`src/core/agc_regs.svh`:
```
// Register map, field positions and loop constants for the microphone gain loop.
// Assumes an 8-bit paged register port and a 15-bit Q1.15 magnitude domain.
`ifndef AGC_REGS_SVH
`define AGC_REGS_SVH

`define PAGE_CTRL         8'h00
`define PAGE_COEF         8'h04
`define OFS_COEF_N0_HI    7'h02
`define OFS_COEF_N0_LO    7'h03
`define OFS_COEF_N1_HI    7'h04
`define OFS_COEF_N1_LO    7'h05
`define OFS_COEF_D1_HI    7'h06
`define OFS_COEF_D1_LO    7'h07
`define OFS_LOOP_SAT      7'h24
`define OFS_CONV_SAT      7'h27
`define OFS_SILENCE       7'h2D
`define OFS_ENABLE_TARGET 7'h56
`define OFS_HYST_NOISE    7'h57
`define OFS_CEILING       7'h58
`define OFS_ATTACK        7'h59
`define OFS_DECAY         7'h5A
`define OFS_SIL_DEBOUNCE  7'h5B
`define OFS_SIG_DEBOUNCE  7'h5C
`define OFS_GAIN_READ     7'h5D

`define BIT_LOOP_SAT      5
`define BIT_CONV_SAT      3
`define BIT_SILENCE       6
`define BIT_ENABLE        7
`define TARGET_MSB        6
`define TARGET_LSB        4
`define HYST_MSB          7
`define HYST_LSB          6
`define NOISE_MSB         5
`define NOISE_LSB         1
`define CEIL_MSB          6
`define SIL_DEB_MSB       4
`define SIG_DEB_MSB       3

`define RST_COEF_N0       16'h7FFF
`define RST_COEF_N1       16'h0000
`define RST_COEF_D1       16'h0000
`define RST_BYTE          8'h00
`define COEF_SHIFT        15
`define AVG_MAX           15'h7FFF
// -30 dB of full scale; each further 3 codes halve the threshold (about 6 dB)
`define NOISE_BASE        15'h040C
`define NOISE_CODES_PER_HALF 3

`endif

```
`src/core/agc_pkg.sv`:
```
// Types shared by the microphone gain loop.
// Assumes agc_regs.svh carries every numeric constant except the target ladder, which mic_agc sets inline.
package agc_pkg;

    typedef struct packed {
        logic        strobe;
        logic        sat;
        logic [15:0] data;
    } sample_t;

    typedef struct packed {
        logic       wr;
        logic       rd;
        logic [7:0] page;
        logic [6:0] addr;
        logic [7:0] wdata;
    } reg_req_t;

    typedef enum logic {
        ST_TRACK   = 1'b0,
        ST_SILENCE = 1'b1
    } loop_state_t;

endpackage : agc_pkg

```
`src/core/mic_agc.sv`:
```
// Automatic gain loop for the microphone record path.
// Assumes SAMPLE comes from same-clock logic, one strobe per converter sample.
`timescale 1ns/10ps
`include "agc_regs.svh"

module mic_agc
(
    input  wire logic              CLK,
    input  wire logic              RST_B,
    input  wire agc_pkg::sample_t  SAMPLE,
    input  wire logic [6:0]        FIXED_GAIN,
    input  wire agc_pkg::reg_req_t REG_REQ,
    output logic [7:0]             REG_RDATA,
    output logic [6:0]             MIC_PREAMP_GAIN
);

    logic [15:0]          n0_q, n1_q, d1_q;
    logic [7:0]           en_tgt_q, hyst_noise_q, ceil_reg_q;
    logic [7:0]           attack_q, decay_q, sil_deb_q, sig_deb_q;
    logic [14:0]          avg_q;
    logic [16:0]          abs_prev_q;
    logic [6:0]           gain_q, gain_d;
    logic [7:0]           rate_cnt_q, rate_cnt_d;
    logic [4:0]           deb_q;
    agc_pkg::loop_state_t state_q;
    logic                 loop_sat_q, conv_sat_q;

    logic                 loop_en;
    logic [6:0]           ceil;
    logic [14:0]          target, thr_enter, thr_exit;
    logic                 thr_on;
    logic [16:0]          abs_x;
    logic signed [35:0]   acc;
    logic [14:0]          avg_d;
    logic                 ctrl_wr, coef_wr;

    assign loop_en = en_tgt_q[`BIT_ENABLE];
    assign ceil    = ceil_reg_q[`CEIL_MSB:0];
    assign ctrl_wr = REG_REQ.wr && REG_REQ.page == `PAGE_CTRL;
    assign coef_wr = REG_REQ.wr && REG_REQ.page == `PAGE_COEF;

    // Target ladder, -5.5 dB down to -24 dB of full scale
    always_comb
    begin
        case (en_tgt_q[`TARGET_MSB:`TARGET_LSB])
            3'h0:    target = 15'h4420;
            3'h1:    target = 15'h32F5;
            3'h2:    target = 15'h287A;
            3'h3:    target = 15'h2026;
            3'h4:    target = 15'h198A;
            3'h5:    target = 15'h1215;
            3'h6:    target = 15'h0CCD;
            default: target = 15'h0812;
        endcase
    end

    // Code 0 turns silence detection off; hysteresis raises the exit level
    always_comb
    begin
        thr_on    = hyst_noise_q[`NOISE_MSB:`NOISE_LSB] != 5'h00;
        thr_enter = `NOISE_BASE >> ((hyst_noise_q[`NOISE_MSB:`NOISE_LSB] - 5'h01)
                    / `NOISE_CODES_PER_HALF);
        thr_exit  = thr_enter << hyst_noise_q[`HYST_MSB:`HYST_LSB];
    end

    // Averager: y = (N0*|x| + N1*|x'| + D1*y) / 2^15, clipped to positive range
    always_comb
    begin
        abs_x = SAMPLE.data[15] ? 17'(-$signed({SAMPLE.data[15], SAMPLE.data}))
                                : {1'b0, SAMPLE.data};
        acc   = 36'($signed(n0_q) * $signed({1'b0, abs_x}))
              + 36'($signed(n1_q) * $signed({1'b0, abs_prev_q}))
              + 36'($signed(d1_q) * $signed({2'b00, avg_q}));
        if (acc < 0)
            avg_d = 15'h0000;
        else if ((acc >>> `COEF_SHIFT) > 36'(`AVG_MAX))
            avg_d = `AVG_MAX;
        else
            avg_d = acc[`COEF_SHIFT +: 15];
    end

    always_ff @(posedge CLK)
    begin
        if (!RST_B || !loop_en)
        begin
            avg_q      <= 15'h0000;
            abs_prev_q <= 17'h00000;
        end
        else if (SAMPLE.strobe)
        begin
            avg_q      <= avg_d;
            abs_prev_q <= abs_x;
        end
    end

    always_ff @(posedge CLK)
    begin
        if (!RST_B)
        begin
            n0_q <= `RST_COEF_N0;
            n1_q <= `RST_COEF_N1;
            d1_q <= `RST_COEF_D1;
        end
        else if (coef_wr)
        begin
            case (REG_REQ.addr)
                `OFS_COEF_N0_HI: n0_q[15:8] <= REG_REQ.wdata;
                `OFS_COEF_N0_LO: n0_q[7:0]  <= REG_REQ.wdata;
                `OFS_COEF_N1_HI: n1_q[15:8] <= REG_REQ.wdata;
                `OFS_COEF_N1_LO: n1_q[7:0]  <= REG_REQ.wdata;
                `OFS_COEF_D1_HI: d1_q[15:8] <= REG_REQ.wdata;
                `OFS_COEF_D1_LO: d1_q[7:0]  <= REG_REQ.wdata;
                default: ;
            endcase
        end
    end

    always_ff @(posedge CLK)
    begin
        if (!RST_B)
        begin
            en_tgt_q     <= `RST_BYTE;
            hyst_noise_q <= `RST_BYTE;
            ceil_reg_q   <= `RST_BYTE;
            attack_q     <= `RST_BYTE;
            decay_q      <= `RST_BYTE;
            sil_deb_q    <= `RST_BYTE;
            sig_deb_q    <= `RST_BYTE;
        end
        else if (ctrl_wr)
        begin
            case (REG_REQ.addr)
                `OFS_ENABLE_TARGET: en_tgt_q     <= REG_REQ.wdata;
                `OFS_HYST_NOISE:    hyst_noise_q <= REG_REQ.wdata;
                `OFS_CEILING:       ceil_reg_q   <= {1'b0, REG_REQ.wdata[`CEIL_MSB:0]};
                `OFS_ATTACK:        attack_q     <= REG_REQ.wdata;
                `OFS_DECAY:         decay_q      <= REG_REQ.wdata;
                `OFS_SIL_DEBOUNCE:  sil_deb_q    <= {3'h0, REG_REQ.wdata[`SIL_DEB_MSB:0]};
                `OFS_SIG_DEBOUNCE:  sig_deb_q    <= {4'h0, REG_REQ.wdata[`SIG_DEB_MSB:0]};
                default: ;
            endcase
        end
    end

    // Silence detector with debounce in both directions
    always_ff @(posedge CLK)
    begin
        if (!RST_B || !loop_en)
        begin
            state_q <= agc_pkg::ST_TRACK;
            deb_q   <= 5'h00;
        end
        else if (SAMPLE.strobe)
        begin
            case (state_q)
                agc_pkg::ST_TRACK:
                    if (thr_on && avg_q < thr_enter)
                    begin
                        if (deb_q == sil_deb_q[`SIL_DEB_MSB:0])
                        begin
                            state_q <= agc_pkg::ST_SILENCE;
                            deb_q   <= 5'h00;
                        end
                        else
                            deb_q <= deb_q + 5'h01;
                    end
                    else
                        deb_q <= 5'h00;
                agc_pkg::ST_SILENCE:
                    if (!thr_on || avg_q > thr_exit)
                    begin
                        if (deb_q == 5'(sig_deb_q[`SIG_DEB_MSB:0]))
                        begin
                            state_q <= agc_pkg::ST_TRACK;
                            deb_q   <= 5'h00;
                        end
                        else
                            deb_q <= deb_q + 5'h01;
                    end
                    else
                        deb_q <= 5'h00;
                default:
                begin
                    state_q <= agc_pkg::ST_TRACK;
                    deb_q   <= 5'h00;
                end
            endcase
        end
    end

    // Gain walk: a code of N gives one 0.5 dB step every N+1 samples
    always_comb
    begin
        gain_d     = gain_q;
        rate_cnt_d = rate_cnt_q;
        if (SAMPLE.strobe)
        begin
            if (state_q == agc_pkg::ST_SILENCE)
            begin
                rate_cnt_d = 8'h00;
                if (gain_q != 7'h00)
                    gain_d = gain_q - 7'h01;
            end
            else if (avg_q > target)
            begin
                if (rate_cnt_q >= attack_q)
                begin
                    rate_cnt_d = 8'h00;
                    if (gain_q != 7'h00)
                        gain_d = gain_q - 7'h01;
                end
                else
                    rate_cnt_d = rate_cnt_q + 8'h01;
            end
            else if (avg_q < target)
            begin
                if (rate_cnt_q >= decay_q)
                begin
                    rate_cnt_d = 8'h00;
                    if (gain_q < ceil)
                        gain_d = gain_q + 7'h01;
                end
                else
                    rate_cnt_d = rate_cnt_q + 8'h01;
            end
            else
                rate_cnt_d = 8'h00;
        end
        // A lowered ceiling takes hold at once, not on the next step
        if (gain_d > ceil)
            gain_d = ceil;
    end

    always_ff @(posedge CLK)
    begin
        if (!RST_B || !loop_en)
        begin
            gain_q     <= 7'h00;
            rate_cnt_q <= 8'h00;
        end
        else
        begin
            gain_q     <= gain_d;
            rate_cnt_q <= rate_cnt_d;
        end
    end

    always_ff @(posedge CLK)
    begin
        if (!RST_B)
        begin
            loop_sat_q      <= 1'b0;
            conv_sat_q      <= 1'b0;
            MIC_PREAMP_GAIN <= 7'h00;
        end
        else
        begin
            if (SAMPLE.strobe)
            begin
                loop_sat_q <= loop_en && state_q == agc_pkg::ST_TRACK
                              && avg_q < target && gain_q >= ceil;
                conv_sat_q <= SAMPLE.sat;
            end
            MIC_PREAMP_GAIN <= loop_en ? gain_q : FIXED_GAIN;
        end
    end

    // Read data one cycle after the strobe; unmapped addresses read zero
    always_ff @(posedge CLK)
    begin
        if (!RST_B)
            REG_RDATA <= 8'h00;
        else if (REG_REQ.rd)
        begin
            REG_RDATA <= 8'h00;
            if (REG_REQ.page == `PAGE_COEF)
                case (REG_REQ.addr)
                    `OFS_COEF_N0_HI: REG_RDATA <= n0_q[15:8];
                    `OFS_COEF_N0_LO: REG_RDATA <= n0_q[7:0];
                    `OFS_COEF_N1_HI: REG_RDATA <= n1_q[15:8];
                    `OFS_COEF_N1_LO: REG_RDATA <= n1_q[7:0];
                    `OFS_COEF_D1_HI: REG_RDATA <= d1_q[15:8];
                    `OFS_COEF_D1_LO: REG_RDATA <= d1_q[7:0];
                    default: ;
                endcase
            else if (REG_REQ.page == `PAGE_CTRL)
                case (REG_REQ.addr)
                    `OFS_LOOP_SAT:      REG_RDATA[`BIT_LOOP_SAT] <= loop_sat_q;
                    `OFS_CONV_SAT:      REG_RDATA[`BIT_CONV_SAT] <= conv_sat_q;
                    `OFS_SILENCE:       REG_RDATA[`BIT_SILENCE]  <= state_q;
                    `OFS_ENABLE_TARGET: REG_RDATA <= en_tgt_q;
                    `OFS_HYST_NOISE:    REG_RDATA <= hyst_noise_q;
                    `OFS_CEILING:       REG_RDATA <= ceil_reg_q;
                    `OFS_ATTACK:        REG_RDATA <= attack_q;
                    `OFS_DECAY:         REG_RDATA <= decay_q;
                    `OFS_SIL_DEBOUNCE:  REG_RDATA <= sil_deb_q;
                    `OFS_SIG_DEBOUNCE:  REG_RDATA <= sig_deb_q;
                    `OFS_GAIN_READ:     REG_RDATA <= {1'b0, gain_q};
                    default: ;
                endcase
        end
    end

    chk_gain_ceiling: assert property (@(posedge CLK) disable iff (!RST_B)
        loop_en && !ctrl_wr |=> gain_q <= ceil)
        else $error("gain above ceiling");
    chk_silence_ramp: assert property (@(posedge CLK) disable iff (!RST_B)
        loop_en && !ctrl_wr && SAMPLE.strobe && state_q == agc_pkg::ST_SILENCE
        && gain_q != 7'h00 |=> gain_q == $past(gain_q) - 7'h01)
        else $error("silence ramp not one step");
    chk_silence_hold: assert property (@(posedge CLK) disable iff (!RST_B)
        loop_en && !ctrl_wr && thr_on && state_q == agc_pkg::ST_SILENCE
        && !(avg_q > thr_exit) |=> state_q == agc_pkg::ST_SILENCE)
        else $error("silence left without signal");
    chk_step_size: assert property (@(posedge CLK) disable iff (!RST_B)
        loop_en && !ctrl_wr && gain_q <= ceil |=> {1'b0, gain_q} <= {1'b0, $past(gain_q)} + 8'h01)
        else $error("gain step above half dB");
    chk_fixed_gain: assert property (@(posedge CLK) disable iff (!RST_B)
        !loop_en |=> MIC_PREAMP_GAIN == $past(FIXED_GAIN))
        else $error("fixed gain not applied");
    chk_sample_pace: assert property (@(posedge CLK) disable iff (!RST_B)
        loop_en && !ctrl_wr && !$past(ctrl_wr) && !SAMPLE.strobe
        |=> $stable(gain_q) && $stable(avg_q)) else $error("gain moved between samples");
    chk_attack_step: assert property (@(posedge CLK) disable iff (!RST_B)
        loop_en && !ctrl_wr && SAMPLE.strobe && state_q == agc_pkg::ST_TRACK
        && avg_q > target && rate_cnt_q >= attack_q && gain_q != 7'h00
        && gain_q <= ceil |=> gain_q == $past(gain_q) - 7'h01)
        else $error("attack step missing");
    chk_decay_step: assert property (@(posedge CLK) disable iff (!RST_B)
        loop_en && !ctrl_wr && SAMPLE.strobe && state_q == agc_pkg::ST_TRACK
        && avg_q < target && rate_cnt_q >= decay_q && gain_q < ceil
        |=> gain_q == $past(gain_q) + 7'h01)
        else $error("decay step missing");
    chk_disable_clear: assert property (@(posedge CLK) disable iff (!RST_B)
        !loop_en |=> gain_q == 7'h00 && state_q == agc_pkg::ST_TRACK)
        else $error("loop state not cleared");

endmodule : mic_agc

```
`config.mk`:
```
export PLATFORM = sky130hd
export DESIGN_NAME = mic_agc
export DESIGN_NICKNAME = d
export VERILOG_FILES = /design/src/core/agc_pkg.sv /design/src/core/mic_agc.sv
export VERILOG_INCLUDE_DIRS = /design/src /design/src/core
export SDC_FILE = /design/constraint.sdc
export NUM_CORES = 2
export LEC_CHECK = 0
export BUFFER_PORTS_ARGS = -buffer_cell sky130_fd_sc_hd__buf_2
export CELL_PAD_IN_SITES_DETAIL_PLACEMENT = 1
export CELL_PAD_IN_SITES_GLOBAL_PLACEMENT = 2
export CORE_MARGIN = 1
export CORE_UTILIZATION = 33
export DETAILED_ROUTE_END_ITERATION = 16
export PLACE_DENSITY_LB_ADDON = 0.1
export SYNTH_ARGS = -nofsm -noshare
export SYNTH_HDL_FRONTEND = slang
export SYNTH_SLANG_ARGS = --single-unit
```
`constraint.sdc`:
```
create_clock -name CLK -period 9.2 [get_ports CLK]
set_input_delay 0.46 -clock CLK [delete_from_list [all_inputs] [get_ports CLK]]
set_output_delay 0.46 -clock CLK [all_outputs]
set_load 0.01 [all_outputs]
```
==> out/qor.yml <==
clock_latency_ns: 0.49
cts_sinks: 166
drt-pass1-iter-count: 5
post-route-util_pct: 37.4
area_growth_pct: 12.0
slowest_delay_ns: 0.56
ys_seq_area_share_pct: 8.42
viasPerCell: 4.91
die_h_um: 348
synth-seq-cells: 166
hold_path.class: "in -> reg"
min_period_ns: 9.01
multiInputGateArea_um2: 32100
fin_crit_sh_pct: 97.9
hold_buffers: 0
status: "finished, final reports clean"
yosysWarnings: 0
syn_avg_cell_area_um2: 8.96
grt.overflow.total: 0
grt_setup_unrepaired: "yes"
seq_area_um2: 3320
fillCellCount: 13800
cts_root_buf: "clkbuf_16"
cap_violations: 0
synth_edf_count: 0
clkTransAtPathRegs_ns: 0.08
postRouteWirelength_mm: 140
htreeDepth: 4
critPathCaptureType: "flop"
gp_congestion: 0.857
critPathLaunchType: "input port"
nNetsFinal: 5768
grt_pass1_wl_mm: 218
crit_arrival_ns: 9.37
boundaryPins: 67
antenna_found_initial: 7
setup-violations-final: 0
drive_gt1_share_pct: 10.4
grt_max_degree: 74
syn-cell-area_um2: 39400
via_count: 29900
max_slew_margin_pct: 19.3
start_util_pct: 33.4
worstPathRequired_ns: 9.56
track_usage_pct: 24.2
coreArea_um2: 118000
critPathMaxFanout: 7
cts_tree: "built"
synth_cell_types: 96
setup_tns_ns: 0
drc_errors: 0
cts_made_buffers: 17
clock_path_buffers: 2
first_iter_violations: 1636
die_area_um2: 121000
row_count: 126
max_freq_mhz: 111
die_w_um: 348
port-buffer-count: 66
hold_violations: 0
synth_ff_type: "dfxtp_1"
place_ws_ns: -0.537
fin_skew_ns: 0.0123
path_class: "in -> reg"
dpl.hpwl_mm: 120
setup_slack_ns: 0.192
syn_inst: 4403
finalMaxSlewViolations: 0
tightestPinTransition_ns: 1.20
async_reset_ff_share_pct: 0
wl_per_cell_um: 23.0
cpMostUsedCell: "fa_1"
detail-route-antenna-nets: 0
grt_pass1_vias: 33100
slowest_stage: "fa_1"
==> worst max-delay path: cells and delay by family <==
family / cells / cell delay (ns)
xor gates and xnor gates: 1 / 0.17
and+or+nand+nor: 6 / 1.31
muxes: 1 / 0.21
adders and majority gates: 10 / 4.80
buffers and inverters: 10 / 0.95
AOI/OAI and AO/OA: 7 / 1.47
==> cell families after synthesis <==
family | count (synthesis) | share of synthesized area [%]
compound gates | 387 | 6.90
xor+xnor | 61 | 1.35
fa+ha+maj | 1169 | 52.7
buf+inv | 1207 | 11.5
flops | 166 | 8.42
mux | 112 | 3.05
other cells | 2 | 0.0190
simple gates | 1299 | 16.0
==> sequential cells by signal, indices dropped and copies added (netlist names) <==
register and count:
sig_deb_q 4, hyst_noise_q 8, rate_cnt_q 8, attack_q 8
REG_RDATA 8, n1_q 16, loop_sat_q 1, gain_q 7
deb_q 5, MIC_PREAMP_GAIN 7, sil_deb_q 5, decay_q 8
avg_q 15, n0_q 16, ceil_reg_q 7, state_q 1
en_tgt_q 8, abs_prev_q 17, d1_q 16, conv_sat_q 1
==> stage by stage <==
step | hold WS, ns | std cells | cell area [um2]
finish | 0.225 | 6101 | 44200
global route | 0.216 | 6097 | 44200
CTS | 0.188 | 6078 | 43600
detailed placement | 0.467 | 6046 | 43000
global placement | 0.464 | 6046 | 43000
floorplan | 0.447 | 4419 | 39600
==> cell usage in the layout, fill, tap and decap left out, types with 9 or more instances in the layout <==
cell type	n
dfxtp_1	166
buf_4	240
xnor2_1	26
ha_4	9
inv_2	12
a22oi_1	44
a21o_1	24
a211oi_1	18
nand3_1	51
nor2_1	80
o21a_1	15
inv_1	981
or3_1	11
o21ai_0	49
buf_12	10
and3_1	10
o21ai_1	15
buf_2	63
a31oi_1	24
nor3b_1	9
o31ai_1	16
and2_1	244
conb_1	18
nand2b_1	31
fa_1	814
or2_2	12
nand4_1	21
a21oi_1	50
clkbuf_16	18
nor3_1	29
nand2_1	631
nor2b_1	113
xor2_1	26
mux2i_1	101
ha_1	340
==> path summary, 6_finish.rpt <==
check / depth (start not counted) / from / slack, ns / end
hold / removal: 3 / FIXED_GAIN[3] / 0.23 / MIC_PREAMP_GAIN[3]
hold reg to reg: 1 / REG_RDATA[6] / 0.49 / REG_RDATA[6]
setup reg to reg: 25 / avg_q[6] / 0.50 / avg_q[8]
setup / recovery: 35 / SAMPLE[3] / 0.19 / avg_q[8]
==> layout make-up <==
cell class	instances	share of cell area [%]
Multi-Input combinational cell	3046	72.7
Tap cell	1536	4.35
Clock buffer	18	0.994
Clock inverter	14	0.377
Antenna cell	4	0.0227
Timing Repair Buffer	324	5.61
Sequential cell	166	7.52
Inverter	993	8.44
==> repair_timing <==
action,in CTS,in global routing
endpoints found under the setup margin,15,15
cloned,0,2
resized for setup,1,99
setup buffers,0,17
pin swaps,0,98
==> Yosys cell counts, drive strengths merged, types with 44 or more instances <==
library cell,count,area share (%)
a21oi,57,0.75
a22oi,44,0.84
and2,244,3.9
clkbuf,193,1.8
dfxtp,166,8.4
fa,819,42
ha,349,11
inv,993,9.4
mux2i,103,2.6
nand2,640,6.1
nand3,53,0.69
nor2,82,0.79
nor2b,114,1.8
o21ai,70,0.90
==> per-layer routing <==
layer  routed length (um)  share of wire, %  up-vias  GRT usage (%)
met1                72900                52    15800           38.1
met4                  911              0.65        0           2.14
met2                60800                43      426           36.4
li1                     -                 -    13700              -
met3                 5870               4.2       38           2.87
met5                    0                 0        -              0
Power is left out: the tool's default activity adds up to more than one toggle a clock period on the data nets, which glitch-free logic cannot reach.
